<file path="config.mk">
export PLATFORM = sky130hd
export DESIGN_NAME = timer_channel_run_and_output_ctrl
export DESIGN_NICKNAME = d
export VERILOG_FILES = /design/src/design/out_level_cell.v /design/src/design/run_flag_cell.v /design/src/design/timer_channel_run_and_output_ctrl.v
export VERILOG_INCLUDE_DIRS = /design/src /design/src/design
export SDC_FILE = /design/constraint.sdc
export NUM_CORES = 1
export LEC_CHECK = 0
export BUFFER_PORTS_ARGS = -buffer_cell sky130_fd_sc_hd__buf_2
export CAP_MARGIN = 20
export CORE_UTILIZATION = 40
export DETAILED_ROUTE_END_ITERATION = 16
export SLEW_MARGIN = 40
export SYNTH_ARGS = -nofsm -noshare
export SYNTH_HDL_FRONTEND = slang
export SYNTH_HIERARCHICAL = 1
export SYNTH_SLANG_ARGS = --single-unit
</file>
<file path="constraint.sdc">
create_clock -name core_clk -period 4.8 [get_ports core_clk]
set_clock_uncertainty 0.15 [all_clocks]
set_input_delay 0.48 -clock core_clk [delete_from_list [all_inputs] [get_ports core_clk]]
set_output_delay 0.48 -clock core_clk [all_outputs]
set_load 0.05 [all_outputs]
</file>
<file path="src/design/timer_ctrl_defines.vh">
// register map, field layout and reset values of the timer run and output control block
`ifndef TIMER_CTRL_DEFINES_VH
`define TIMER_CTRL_DEFINES_VH
`define ADDR_W             20
`define ADDR_RUN_STATUS    20'hf01b0
`define ADDR_UP_RUN_STATUS 20'hf01b1
`define ADDR_START         20'hf01b2
`define ADDR_UP_START      20'hf01b3
`define ADDR_STOP          20'hf01b4
`define ADDR_UP_STOP       20'hf01b5
`define ADDR_OUT_VALUE     20'hf01b8
`define ADDR_OUT_ENABLE    20'hf01ba
`define ADDR_OUT_POLARITY  20'hf01bc
`define ADDR_OUT_MODE      20'hf01be
`define REG_RESET          8'h00
`define CHAN_MASK          4'hf
`define UPPER_MASK         4'ha
`define POLARITY_MASK      4'he
`define OUT_MODE_MASK      4'he
`define TIME_FILTER_ON_CYC  4
`define TIME_FILTER_OFF_CYC 2
`endif

</file>
<file path="src/design/out_level_cell.v">
// one timer output bit: software level, toggle, or follower set/reset with inversion
`timescale 1ns/1ps
module out_level_cell (
	// clock and reset
	input  wire core_clk,
	input  wire resetn,
	// software access
	input  wire sw_write,
	input  wire sw_data,
	// control
	input  wire drive_enable,
	input  wire follower,
	input  wire invert,
	// events
	input  wire own_irq,
	input  wire master_irq,
	input  wire start_pulse,
	input  wire start_toggles,
	// output bit
	output reg  level
);
	reg next_level;
	// choose the next output level from software or timer events
	always @* begin
		next_level = level;
		if (!drive_enable) begin
			if (sw_write)
				next_level = sw_data;
		end else if (follower) begin
			if (own_irq)
				next_level = invert;
			else if (master_irq)
				next_level = ~invert;
		end else if (own_irq | (start_pulse & start_toggles)) begin
			next_level = ~level;
		end
	end
	// output register
	always @(posedge core_clk) begin
		if (!resetn)
			level <= 1'b0;
		else
			level <= next_level;
	end
endmodule

</file>
<file path="src/design/run_flag_cell.v">
// one run status flag with its one-shot start and stop triggers
`timescale 1ns/1ps
module run_flag_cell (
	// clock and reset
	input  wire core_clk,
	input  wire resetn,
	// triggers from the register port
	input  wire go,
	input  wire halt,
	// state
	output reg  running,
	output reg  start_pulse,
	output reg  stop_pulse
);
	// start wins over a stop in the same write cycle; triggers leave no stored state
	always @(posedge core_clk) begin
		if (!resetn) begin
			running     <= 1'b0;
			start_pulse <= 1'b0;
			stop_pulse  <= 1'b0;
		end else begin
			start_pulse <= go;
			stop_pulse  <= halt & ~go;
			if (go)
				running <= 1'b1;
			else if (halt)
				running <= 1'b0;
		end
	end
endmodule

</file>
<file path="src/design/timer_channel_run_and_output_ctrl.v">
// run control and output control registers of a four-channel timer unit
`timescale 1ns/1ps
`include "timer_ctrl_defines.vh"
module timer_channel_run_and_output_ctrl #(
	parameter NUM_CHAN = 4
) (
	// clock and reset
	input  wire                 core_clk,
	input  wire                 resetn,
	// register port
	input  wire [`ADDR_W-1:0]   reg_addr,
	input  wire                 reg_wr,
	input  wire                 reg_rd,
	input  wire [7:0]           reg_wdata,
	output reg  [7:0]           reg_rdata,
	// from the counter datapath
	input  wire [NUM_CHAN-1:0]  chan_interrupt_request,
	input  wire [NUM_CHAN-1:0]  split_mode,
	input  wire [NUM_CHAN-1:0]  start_changes_output,
	// to the counter datapath
	output reg  [NUM_CHAN-1:0]  chan_counter_load,
	output reg  [NUM_CHAN-1:0]  upper_counter_load,
	output reg  [NUM_CHAN-1:0]  chan_count_enable,
	output reg  [NUM_CHAN-1:0]  upper_count_enable,
	output reg  [NUM_CHAN-1:0]  chan_stop_event,
	// timer output pins
	output reg  [NUM_CHAN-1:0]  timer_output_pin
);
	// address match helper used by both write and read decode
	function hit;
		input [`ADDR_W-1:0] a;
		input [`ADDR_W-1:0] b;
		begin
			hit = (a == b);
		end
	endfunction

	// software registers
	reg [NUM_CHAN-1:0] pin_drive_enable;
	reg [NUM_CHAN-1:0] pin_invert_bit;
	reg [NUM_CHAN-1:0] follower_output_select;

	wire [NUM_CHAN-1:0] chan_running_flag;
	wire [NUM_CHAN-1:0] upper_half_running_flag;
	wire [NUM_CHAN-1:0] chan_start_pulse;
	wire [NUM_CHAN-1:0] upper_start_pulse;
	wire [NUM_CHAN-1:0] chan_stop_pulse;
	wire [NUM_CHAN-1:0] upper_stop_pulse;
	wire [NUM_CHAN-1:0] pin_level_bit;
	wire [NUM_CHAN-1:0] master_irq;
	wire [NUM_CHAN-1:0] upper_mask;

	// trigger and output value writes decoded per register
	wire wr_start    = reg_wr & hit(reg_addr, `ADDR_START);
	wire wr_up_start = reg_wr & hit(reg_addr, `ADDR_UP_START);
	wire wr_stop     = reg_wr & hit(reg_addr, `ADDR_STOP);
	wire wr_up_stop  = reg_wr & hit(reg_addr, `ADDR_UP_STOP);
	wire wr_out_val  = reg_wr & hit(reg_addr, `ADDR_OUT_VALUE);

	assign upper_mask = `UPPER_MASK;

	// master of channels 1 and 2 is channel 0, of channel 3 is channel 2; channel 0 has none
	assign master_irq[0] = 1'b0;
	assign master_irq[1] = chan_interrupt_request[0];
	assign master_irq[2] = chan_interrupt_request[0];
	assign master_irq[3] = chan_interrupt_request[2];

	genvar i;
	generate
		for (i = 0; i < NUM_CHAN; i = i + 1) begin : g_chan
			// lower or full run flag; triggers are pulses, never stored
			run_flag_cell u_low (
				.core_clk    (core_clk),
				.resetn      (resetn),
				.go          (wr_start & reg_wdata[i]),
				.halt        (wr_stop & reg_wdata[i]),
				.running     (chan_running_flag[i]),
				.start_pulse (chan_start_pulse[i]),
				.stop_pulse  (chan_stop_pulse[i])
			);
			// upper half flag only exists on channels 1 and 3
			run_flag_cell u_up (
				.core_clk    (core_clk),
				.resetn      (resetn),
				.go          (wr_up_start & reg_wdata[i] & upper_mask[i]),
				.halt        (wr_up_stop & reg_wdata[i] & upper_mask[i]),
				.running     (upper_half_running_flag[i]),
				.start_pulse (upper_start_pulse[i]),
				.stop_pulse  (upper_stop_pulse[i])
			);
			// output bit; software write only lands while output disabled
			out_level_cell u_out (
				.core_clk      (core_clk),
				.resetn        (resetn),
				.sw_write      (wr_out_val),
				.sw_data       (reg_wdata[i]),
				.drive_enable  (pin_drive_enable[i]),
				.follower      (follower_output_select[i]),
				.invert        (pin_invert_bit[i] & follower_output_select[i]),
				.own_irq       (chan_interrupt_request[i]),
				.master_irq    (master_irq[i]),
				.start_pulse   (chan_start_pulse[i]),
				.start_toggles (start_changes_output[i]),
				.level         (pin_level_bit[i])
			);
		end
	endgenerate

	// writable control registers
	always @(posedge core_clk) begin
		if (!resetn) begin
			pin_drive_enable       <= {NUM_CHAN{1'b0}};
			pin_invert_bit         <= {NUM_CHAN{1'b0}};
			follower_output_select <= {NUM_CHAN{1'b0}};
		end else if (reg_wr) begin
			if (hit(reg_addr, `ADDR_OUT_ENABLE))
				pin_drive_enable <= reg_wdata[NUM_CHAN-1:0] & `CHAN_MASK;
			if (hit(reg_addr, `ADDR_OUT_POLARITY))
				pin_invert_bit <= reg_wdata[NUM_CHAN-1:0] & `POLARITY_MASK;
			if (hit(reg_addr, `ADDR_OUT_MODE))
				follower_output_select <= reg_wdata[NUM_CHAN-1:0] & `OUT_MODE_MASK;
		end
	end

	// datapath controls and pin outputs, all registered
	always @(posedge core_clk) begin
		if (!resetn) begin
			chan_counter_load  <= {NUM_CHAN{1'b0}};
			upper_counter_load <= {NUM_CHAN{1'b0}};
			chan_count_enable  <= {NUM_CHAN{1'b0}};
			upper_count_enable <= {NUM_CHAN{1'b0}};
			chan_stop_event    <= {NUM_CHAN{1'b0}};
			timer_output_pin   <= {NUM_CHAN{1'b0}};
		end else begin
			chan_counter_load  <= chan_start_pulse;
			upper_counter_load <= upper_start_pulse & split_mode;
			chan_count_enable  <= chan_running_flag;
			upper_count_enable <= upper_half_running_flag & split_mode;
			chan_stop_event    <= chan_stop_pulse | (upper_stop_pulse & split_mode);
			timer_output_pin   <= pin_level_bit;
		end
	end

	// read data; triggers read zero, status read-only
	always @(posedge core_clk) begin
		if (!resetn) begin
			reg_rdata <= `REG_RESET;
		end else if (reg_rd) begin
			if (hit(reg_addr, `ADDR_RUN_STATUS))
				reg_rdata <= {4'h0, chan_running_flag};
			else if (hit(reg_addr, `ADDR_UP_RUN_STATUS))
				reg_rdata <= {4'h0, upper_half_running_flag & upper_mask};
			else if (hit(reg_addr, `ADDR_OUT_VALUE))
				reg_rdata <= {4'h0, pin_level_bit};
			else if (hit(reg_addr, `ADDR_OUT_ENABLE))
				reg_rdata <= {4'h0, pin_drive_enable};
			else if (hit(reg_addr, `ADDR_OUT_POLARITY))
				reg_rdata <= {4'h0, pin_invert_bit};
			else if (hit(reg_addr, `ADDR_OUT_MODE))
				reg_rdata <= {4'h0, follower_output_select};
			else
				reg_rdata <= 8'h00;
		end
	end
endmodule

</file>
After elaboration in Yosys (flattened, before gate mapping)

Cells that the tools add are included.
W data, S select, Z words.

Register bits: 64
Output and inout port bits: 32
Logic and storage cells: 156

Eq/ne operators: 17
Multiplexer cells: 39
Bitwise gates (word level): 51
Reduce and logical (&&, ||, !) cells: 17

Operators with widths:

| operator               | count |
|---|---|
| $eq A20 B20 Y1 const B | 10 |
| $mux W1                | 33 |
| $and A1 B1 Y1          | 30 |
| $mux W4                | 6 |
| $reduce_bool A2 Y1     | 10 |
| $not A1 Y1             | 13 |
| $and A4 B4 Y4          | 3 |
| $ne A4 B4 Y1 const B   | 3 |
| $ne A3 B1 Y1 const B   | 3 |
| $reduce_and A3 Y1      | 3 |
| $reduce_and A2 Y1      | 4 |
| $or A1 B1 Y1           | 4 |
| $or A4 B4 Y4           | 1 |
| $ne A2 B1 Y1 const B   | 1 |

Logic depth before layout (Yosys ltp)

Gate-level depths: netlist of run 1.

Depth in word-level cells: 7
Mapped depth: 8
Mapped depth without buffers: 7

By module

The synthesis of run 1 kept the hierarchy.

Modules (own cells, without submodules):

| module                            | instances | cells each | area each (µm²) |
|---|---|---|---|
| timer_channel_run_and_output_ctrl | 1         | 187        | 1725.4 |
| run_flag_cell                     | 8         | 8          | 87.6 |
| out_level_cell                    | 4         | 12         | 87.6 |

Worst setup path after synthesis of run 1

Ideal clock, no wire load.

Path type: input-to-reg
Start: in reg_addr[0]
End: reg g_chan[0].u_out.level
Library setup time: 70 ps
Data arrival time: 2370 ps
Data required time: 4580 ps
Path slack: 2210 ps
Stages: 7
Path buffers: 1
Path through: clkbuf_1 -> or3_4 -> or4_1 -> nor2_1 -> nor2_1 -> or4_1 -> a21boi_1

Longest elaborated chain between the ends: 4

Ends and longest elaborated chain:

| what                                | RTL line                               | RTL |
|---|---|---|
| start, declared                     | timer_channel_run_and_output_ctrl.v:11 | `` input wire [`ADDR_W-1:0] reg_addr, `` |
| $eq A20 B20 Y1                      | timer_channel_run_and_output_ctrl.v:34 | `hit = (a == b);` |
| $and A1 B1 Y1                       | timer_channel_run_and_output_ctrl.v:58 | `` wire wr_out_val = reg_wr & hit(reg_addr, `ADDR_OUT_VALUE); `` |
| named net wr_out_val                | timer_channel_run_and_output_ctrl.v:58 |  |
| $reduce_bool A2 Y1 (no source line) | --                                     |  |
| $reduce_and A2 Y1 (no source line)  | --                                     |  |
| end signal, assigned                | out_level_cell.v:43                    | `level <= next_level;` |
| end, declared                       | out_level_cell.v:20                    | `output reg level` |

The timed path passes the listed nets, and every way through them passes these cells.
A chain may end at the register's enable or synchronous reset.

Final worst setup path of run 1

Start: in reg_addr[13]
End: reg g_chan[1].u_out.level

Longest elaborated chain between the ends: 4

Ends and longest elaborated chain:

| what                                | RTL line |
|---|---|
| $eq A20 B20 Y1                      | timer_channel_run_and_output_ctrl.v:34 |
| $and A1 B1 Y1                       | timer_channel_run_and_output_ctrl.v:58 |
| named net wr_out_val                | timer_channel_run_and_output_ctrl.v:58 |
| $reduce_bool A2 Y1 (no source line) | -- |
| $reduce_and A3 Y1 (no source line)  | -- |
| end signal, assigned                | out_level_cell.v:43 |
| end, declared                       | out_level_cell.v:20 |

The timed path passes the listed nets, and every way through them passes these cells.

==> impl_metrics.json, run 1 <==
{
  "outcome": "finished, final reports clean",
  "drtIter0Drc": 102,
  "gp_congestion": 0.825,
  "start_util_pct": 42.5,
  "drive_above_1_share_pct": 22.9,
  "grt_pass1_wl_um": 9940,
  "holdWs_ps": 235,
  "tns_ps": 0,
  "worstSetupPathType": "input port to register",
  "end_kind": "register",
  "rows": 29,
  "synth_cell_type_count": 39,
  "post-route-period-util_pct": 56.3,
  "clk_pin_slew_ps": 80,
  "worst_pin_slew_ps": 585,
  "fp.dieH_um": 85.3,
  "synthXorXnorAreaFrac_pct": 1.26,
  "hp-class": "input port to register",
  "cts_tree": "yes",
  "nets": 428,
  "via_per_inst": 4.89,
  "drv_slew": 0,
  "avgRoutedWirePerCell_um": 13.0,
  "async_reset_ff_share_pct": 0,
  "port_buffers": 67,
  "min_path_cells": 2,
  "clk_path_buf_depth": 2,
  "htree_levels": 3,
  "fill_cells": 645,
  "irDropWorstVdd_uv": 179,
  "cp_slowest_stage_delay_ps": 550,
  "synth_cells": 299,
  "grt_pass1_vias": 2047,
  "grt_max_degree": 68,
  "critPathRequiredTime_ps": 4920,
  "dr.pass1.iters": 4,
  "wirelength_um": 6040,
  "synth-simple-area-share_pct": 33.6,
  "dr_total_vias": 2278,
  "crit_path_start": "reg_addr[13]",
  "synthFlopType": "dfxtp_1",
  "synth.cell_area_um2": 2780,
  "clk_latency_ps": 340,
  "syn_avg_cell_area_um2": 9.29,
  "worst_r2r_path_depth": 5,
  "synth_compound_area_share_pct": 9.55,
  "startpoint_type": "input port",
  "cellPowerDensity_nw_per_um2": 319,
  "crit_fanout": 5,
  "grt_antenna_before_repair": 0,
  "post_cts_buffers": 0,
  "cpMaxStageDelayCell": "or4_1",
  "cts.sinks": 66,
  "ys_top_cells_by_area": "dfxtp_1 (48%), and2_1 (8.1%), mux2i_1 (5.4%)",
  "cap_violations": 0,
  "hpwl_um": 4300,
  "worstReg2RegStart": "follower_output_select[2]",
  "synth_fa_ha_area_share_pct": 0,
  "area_growth_pct": 23.2,
  "arrival_ps": 2830,
  "numCtsBuffers": 9,
  "synth_top_family_by_area": "simple AND/OR/NAND/NOR gates",
  "rsz0062_at_grt": "false",
  "dieWidth_um": 85.3,
  "min-delay-start": "split_mode[3]",
  "postRouteAntennaNets": 0,
  "relSlewSlack_pct": 60.7,
  "synth.area.mux_share_pct": 5.41,
  "grt_overflow": 0,
  "cts_hold_buffers": 0,
  "ys_ff_latch": 66,
  "max_freq_mhz": 370,
  "cts_resized": 0,
  "diodes": 0,
  "power.leakage_nw": 1.52,
  "synth_top_area_share_pct": 47.6,
  "setup_viol": 0,
  "yosysSeqAreaShare_pct": 47.6,
  "ioPinCount": 76,
  "grt_use_total_pct": 18.0,
  "drc_errors": 0,
  "synth_edf_count": 0,
  "hold_viol": 0,
  "cts_root_buf": "clkbuf_8",
  "cp_cell_sequence": "buf_2 -> nor4_2 -> nand2_1 -> or4_1 -> nor2_1 -> nor2_1 -> or4_1 -> a21boi_1",
  "synth_top_area_cell": "dfxtp_1",
  "fp.coreArea_um2": 6530,
  "yosysWarnings": 6,
  "fin_crit_ps": 2700,
  "die-area_um2": 7280
}
## worst max-delay path: cells and delay by family
kind / cells / cell delay [ps]
simple gates: 6 / 2100
compound gates: 1 / 140
buf+inv: 1 / 100
## worst paths after layout
path	endpoint	slack [ps]
min	upper_counter_load[3]	240
max	g_chan[1].u_out/level	2100
max reg2reg	g_chan[2].u_out/level	3180
min reg2reg	chan_counter_load[2]	310
## stage by stage
step	setup WS (ps)	instance area, µm²	cells	utilization [%]	total power, W
3_5_place_dp	1760	3220	450	49.3	0.000636
3_3_place_gp	1750	3220	450	49.3	0.000636
4_1_cts	2100	3420	466	52.4	0.00110
2_1_floorplan	2210	2850	318	-	0.000607
5_1_grt	2010	3420	466	52.4	0.00114
6_report	2100	3420	466	52.4	0.00109
## kinds of logic (layout without fill, tap and decap cells)
logic type | Yosys count | in the layout
AND/OR/NAND/NOR | 156 | 156
buffers and inverters | 14 | 85
flip-flops | 66 | 66
XOR/XNOR | 4 | 4
other | 1 | 20
AO/OA/AOI/OAI | 43 | 43
multiplexers | 15 | 15
## cell usage in the layout, fill, tap and decap left out, types with 2 or more instances in the layout
cell type,count
dfxtp_1,66
buf_2,66
and2_1,36
nor2b_1,24
nor2_1,23
nand2_1,21
conb_1,20
mux2i_1,15
a21oi_1,12
o21ai_0,12
and3_1,10
o21a_1,10
clkbuf_8,9
nor3_1,6
or4_1,5
nand3_1,5
and4b_1,5
nand3b_1,4
xnor2_1,4
a21boi_1,4
nand2b_1,3
nor4_1,3
nand4_1,2
inv_1,2
inv_6,2
clkinvlp_4,2
## synth_stat cells, types with 5 or more instances
library cell,count
dfxtp_1,66
and2_1,36
nor2b_1,24
nor2_1,23
nand2_1,21
mux2i_1,15
a21oi_1,12
o21ai_0,12
and3_1,10
o21a_1,10
clkbuf_1,7
nor3_1,6
and4b_1,5
nand3_1,5
or4_1,5
## where the power goes
group          switching (W)  internal (W)
sequential        0.00000122      0.000551
combinational      0.0000457     0.0000250
clock               0.000223      0.000243
total               0.000270      0.000819
## layout make-up
cell class	instances	area [µm²]	share of cell area, %
clock inverters	7	76.3	2.23
inverters	2	7.51	0.219
repair buffers	67	338	9.88
flip-flops and latches	66	1320	38.6
well taps	77	96.3	2.82
clock buffers	9	124	3.62
multi-input cells	238	1460	42.6
## routing by layer
metal	wire (µm)	track usage [%]	part of all wire (%)
met5	0	0	0
met4	121	9.09	2.0
met3	330	4.77	5.5
met2	2700	27.3	45
met1	2890	23.6	48
No activity file was read; power rests on OpenSTA's default activity.
==> run 2: changes to the inputs <==
==> constraint.sdc (replaced) <==
create_clock -name core_clk -period 2.72 [get_ports core_clk]
set_clock_uncertainty 0.15 [all_clocks]
set_input_delay 0.272 -clock core_clk [delete_from_list [all_inputs] [get_ports core_clk]]
set_output_delay 0.272 -clock core_clk [all_outputs]
set_load 0.05 [all_outputs]
==> impl_metrics.json, run 2 (synthesized netlist as in run 1, its figures left out) <==
{
  "tns_ps": 0,
  "cap_violations": 0,
  "numCtsBuffers": 9,
  "clk_path_buf_depth": 2,
  "diodes": 0,
  "cts_hold_buffers": 0,
  "port_buffers": 67,
  "cts_tree": "yes",
  "startpoint_type": "input port",
  "dr.pass1.iters": 4,
  "wirelength_um": 6040,
  "drive_above_1_share_pct": 24.1,
  "cts.sinks": 66,
  "cts_resized": 0,
  "mostFrequentLayoutCell": "buf_2",
  "ioPinCount": 76,
  "clk_latency_ps": 340,
  "area_growth_pct": 26.5,
  "drv_slew": 0,
  "fp.dieH_um": 85.3,
  "post-route-period-util_pct": 83.6,
  "worst_pin_slew_ps": 574,
  "end_kind": "register",
  "crit_fanout": 4,
  "worstSetupPathType": "input port to register",
  "cts_root_buf": "clkbuf_8",
  "grt_overflow": 0,
  "fill_cells": 627,
  "r2r_end": "g_chan[2].u_out/level",
  "drc_errors": 0,
  "critPathRequiredTime_ps": 2840,
  "pre_cts_ws_ps": 125,
  "via_per_inst": 4.86,
  "dr_total_vias": 2296,
  "hold_end": "upper_counter_load[3]",
  "avgRoutedWirePerCell_um": 12.8,
  "power_w": 0.00212,
  "min-delay-start": "split_mode[3]",
  "postRouteAntennaNets": 0,
  "hpwl_um": 4420,
  "post_cts_buffers": 0,
  "fp.coreArea_um2": 6530,
  "grt_antenna_before_repair": 0,
  "dieWidth_um": 85.3,
  "layout_common_cells": "buf_2 (67), dfxtp_1 (66), and2_1 (36), nor2b_1 (24), nor2_1 (23)",
  "hold_viol": 0,
  "htree_levels": 3,
  "worst_r2r_path_depth": 5,
  "rows": 29,
  "min_path_cells": 2,
  "grt_pass1_wl_um": 10000,
  "clk_pin_slew_ps": 80,
  "worstReg2RegStart": "follower_output_select[2]",
  "outcome": "finished, final reports clean",
  "gp_congestion": 0.826,
  "holdWs_ps": 38.6,
  "irDropWorstVdd_uv": 318,
  "max_freq_mhz": 440,
  "grt_max_degree": 41,
  "start_util_pct": 42.5,
  "die-area_um2": 7280,
  "fin_crit_ps": 2280,
  "setup_slack_ps": 445,
  "cellPowerDensity_nw_per_um2": 603,
  "setup_viol": 0,
  "relSlewSlack_pct": 61.7,
  "hp-class": "input port to register",
  "grt_pass1_vias": 2144,
  "arrival_ps": 2400,
  "nets": 434,
  "power.leakage_nw": 1.57,
  "reg2reg_slack_ps": 1080,
  "rsz0062_at_grt": "false",
  "drtIter0Drc": 92,
  "grt_use_total_pct": 17.8
}
[run 2: cell types whose count changed in the layout (fill, tap and decap cells not counted)]
| cell | delta |
|---|---|
| buf_4 | +5 |
| bufinv_16 | +2 |
| clkinvlp_4 | -2 |
| buf_2 | +1 |
| clkinv_2 | -1 |
| clkinv_4 | +1 |
[run 2: layer usage]
layer | up-vias | part of all wire [%] | GRT usage, %
li1 | 1190 | - | -
met1 | 1036 | 48 | 22.9
met2 | 60 | 45 | 27.7
met3 | 10 | 5.6 | 5.93
met4 | 0 | 1.6 | 6.97
met5 | - | 0 | 0
[run 2: worst max-delay path: stages]
cell      delay (ps)
buf_2            100
nor4_2           370
nand2_1          140
or4_1            540
nor2_1           130
buf_4            140
nor2_1            50
or4_1            510
a21boi_1         150
[run 2: per-stage QoR]
stage	utilization (%)	cell area [µm²]	cells
finish	53.8	3510	472
global route	53.8	3510	472
CTS	53.8	3510	472
detailed placement	50.0	3260	456
global placement	50.0	3260	456
floorplan	-	2850	318
[run 2: how the worst max path moves through the flow]
| stage | start | to | slack [ps] | depth (start not counted) |
|---|---|---|---|---|
| 3_3_place_gp | reg_addr[13] | g_chan[0].u_out/level | 140 | 9 |
| 2_1_floorplan | reg_addr[0] | g_chan[0].u_out/level | 340 | 7 |
| 5_1_grt | reg_addr[9] | g_chan[3].u_out/level | 360 | 9 |
| 6_report | reg_addr[13] | g_chan[3].u_out/level | 440 | 9 |
| 4_1_cts | reg_addr[13] | g_chan[2].u_out/level | 480 | 9 |
| 3_5_place_dp | reg_addr[13] | g_chan[2].u_out/level | 120 | 9 |
[run 2: layout make-up]
type / instances / area (µm²) / share of cell area (%)
clock buffers: 9 / 124 / 3.53
repair buffers: 73 / 380 / 10.8
clock inverters: 7 / 125 / 3.56
well taps: 77 / 96.3 / 2.74
multi-input cells: 238 / 1460 / 41.5
inverters: 2 / 7.51 / 0.214
flip-flops and latches: 66 / 1320 / 37.6
[run 2: power breakdown]
part / total [W] / switching (W) / internal [W]
Combinational: 0.000127 / 0.0000809 / 0.0000456
Sequential: 0.000975 / 0.00000189 / 0.000973
Clock: 0.00102 / 0.000399 / 0.000618
Total: 0.00212 / 0.000482 / 0.00164
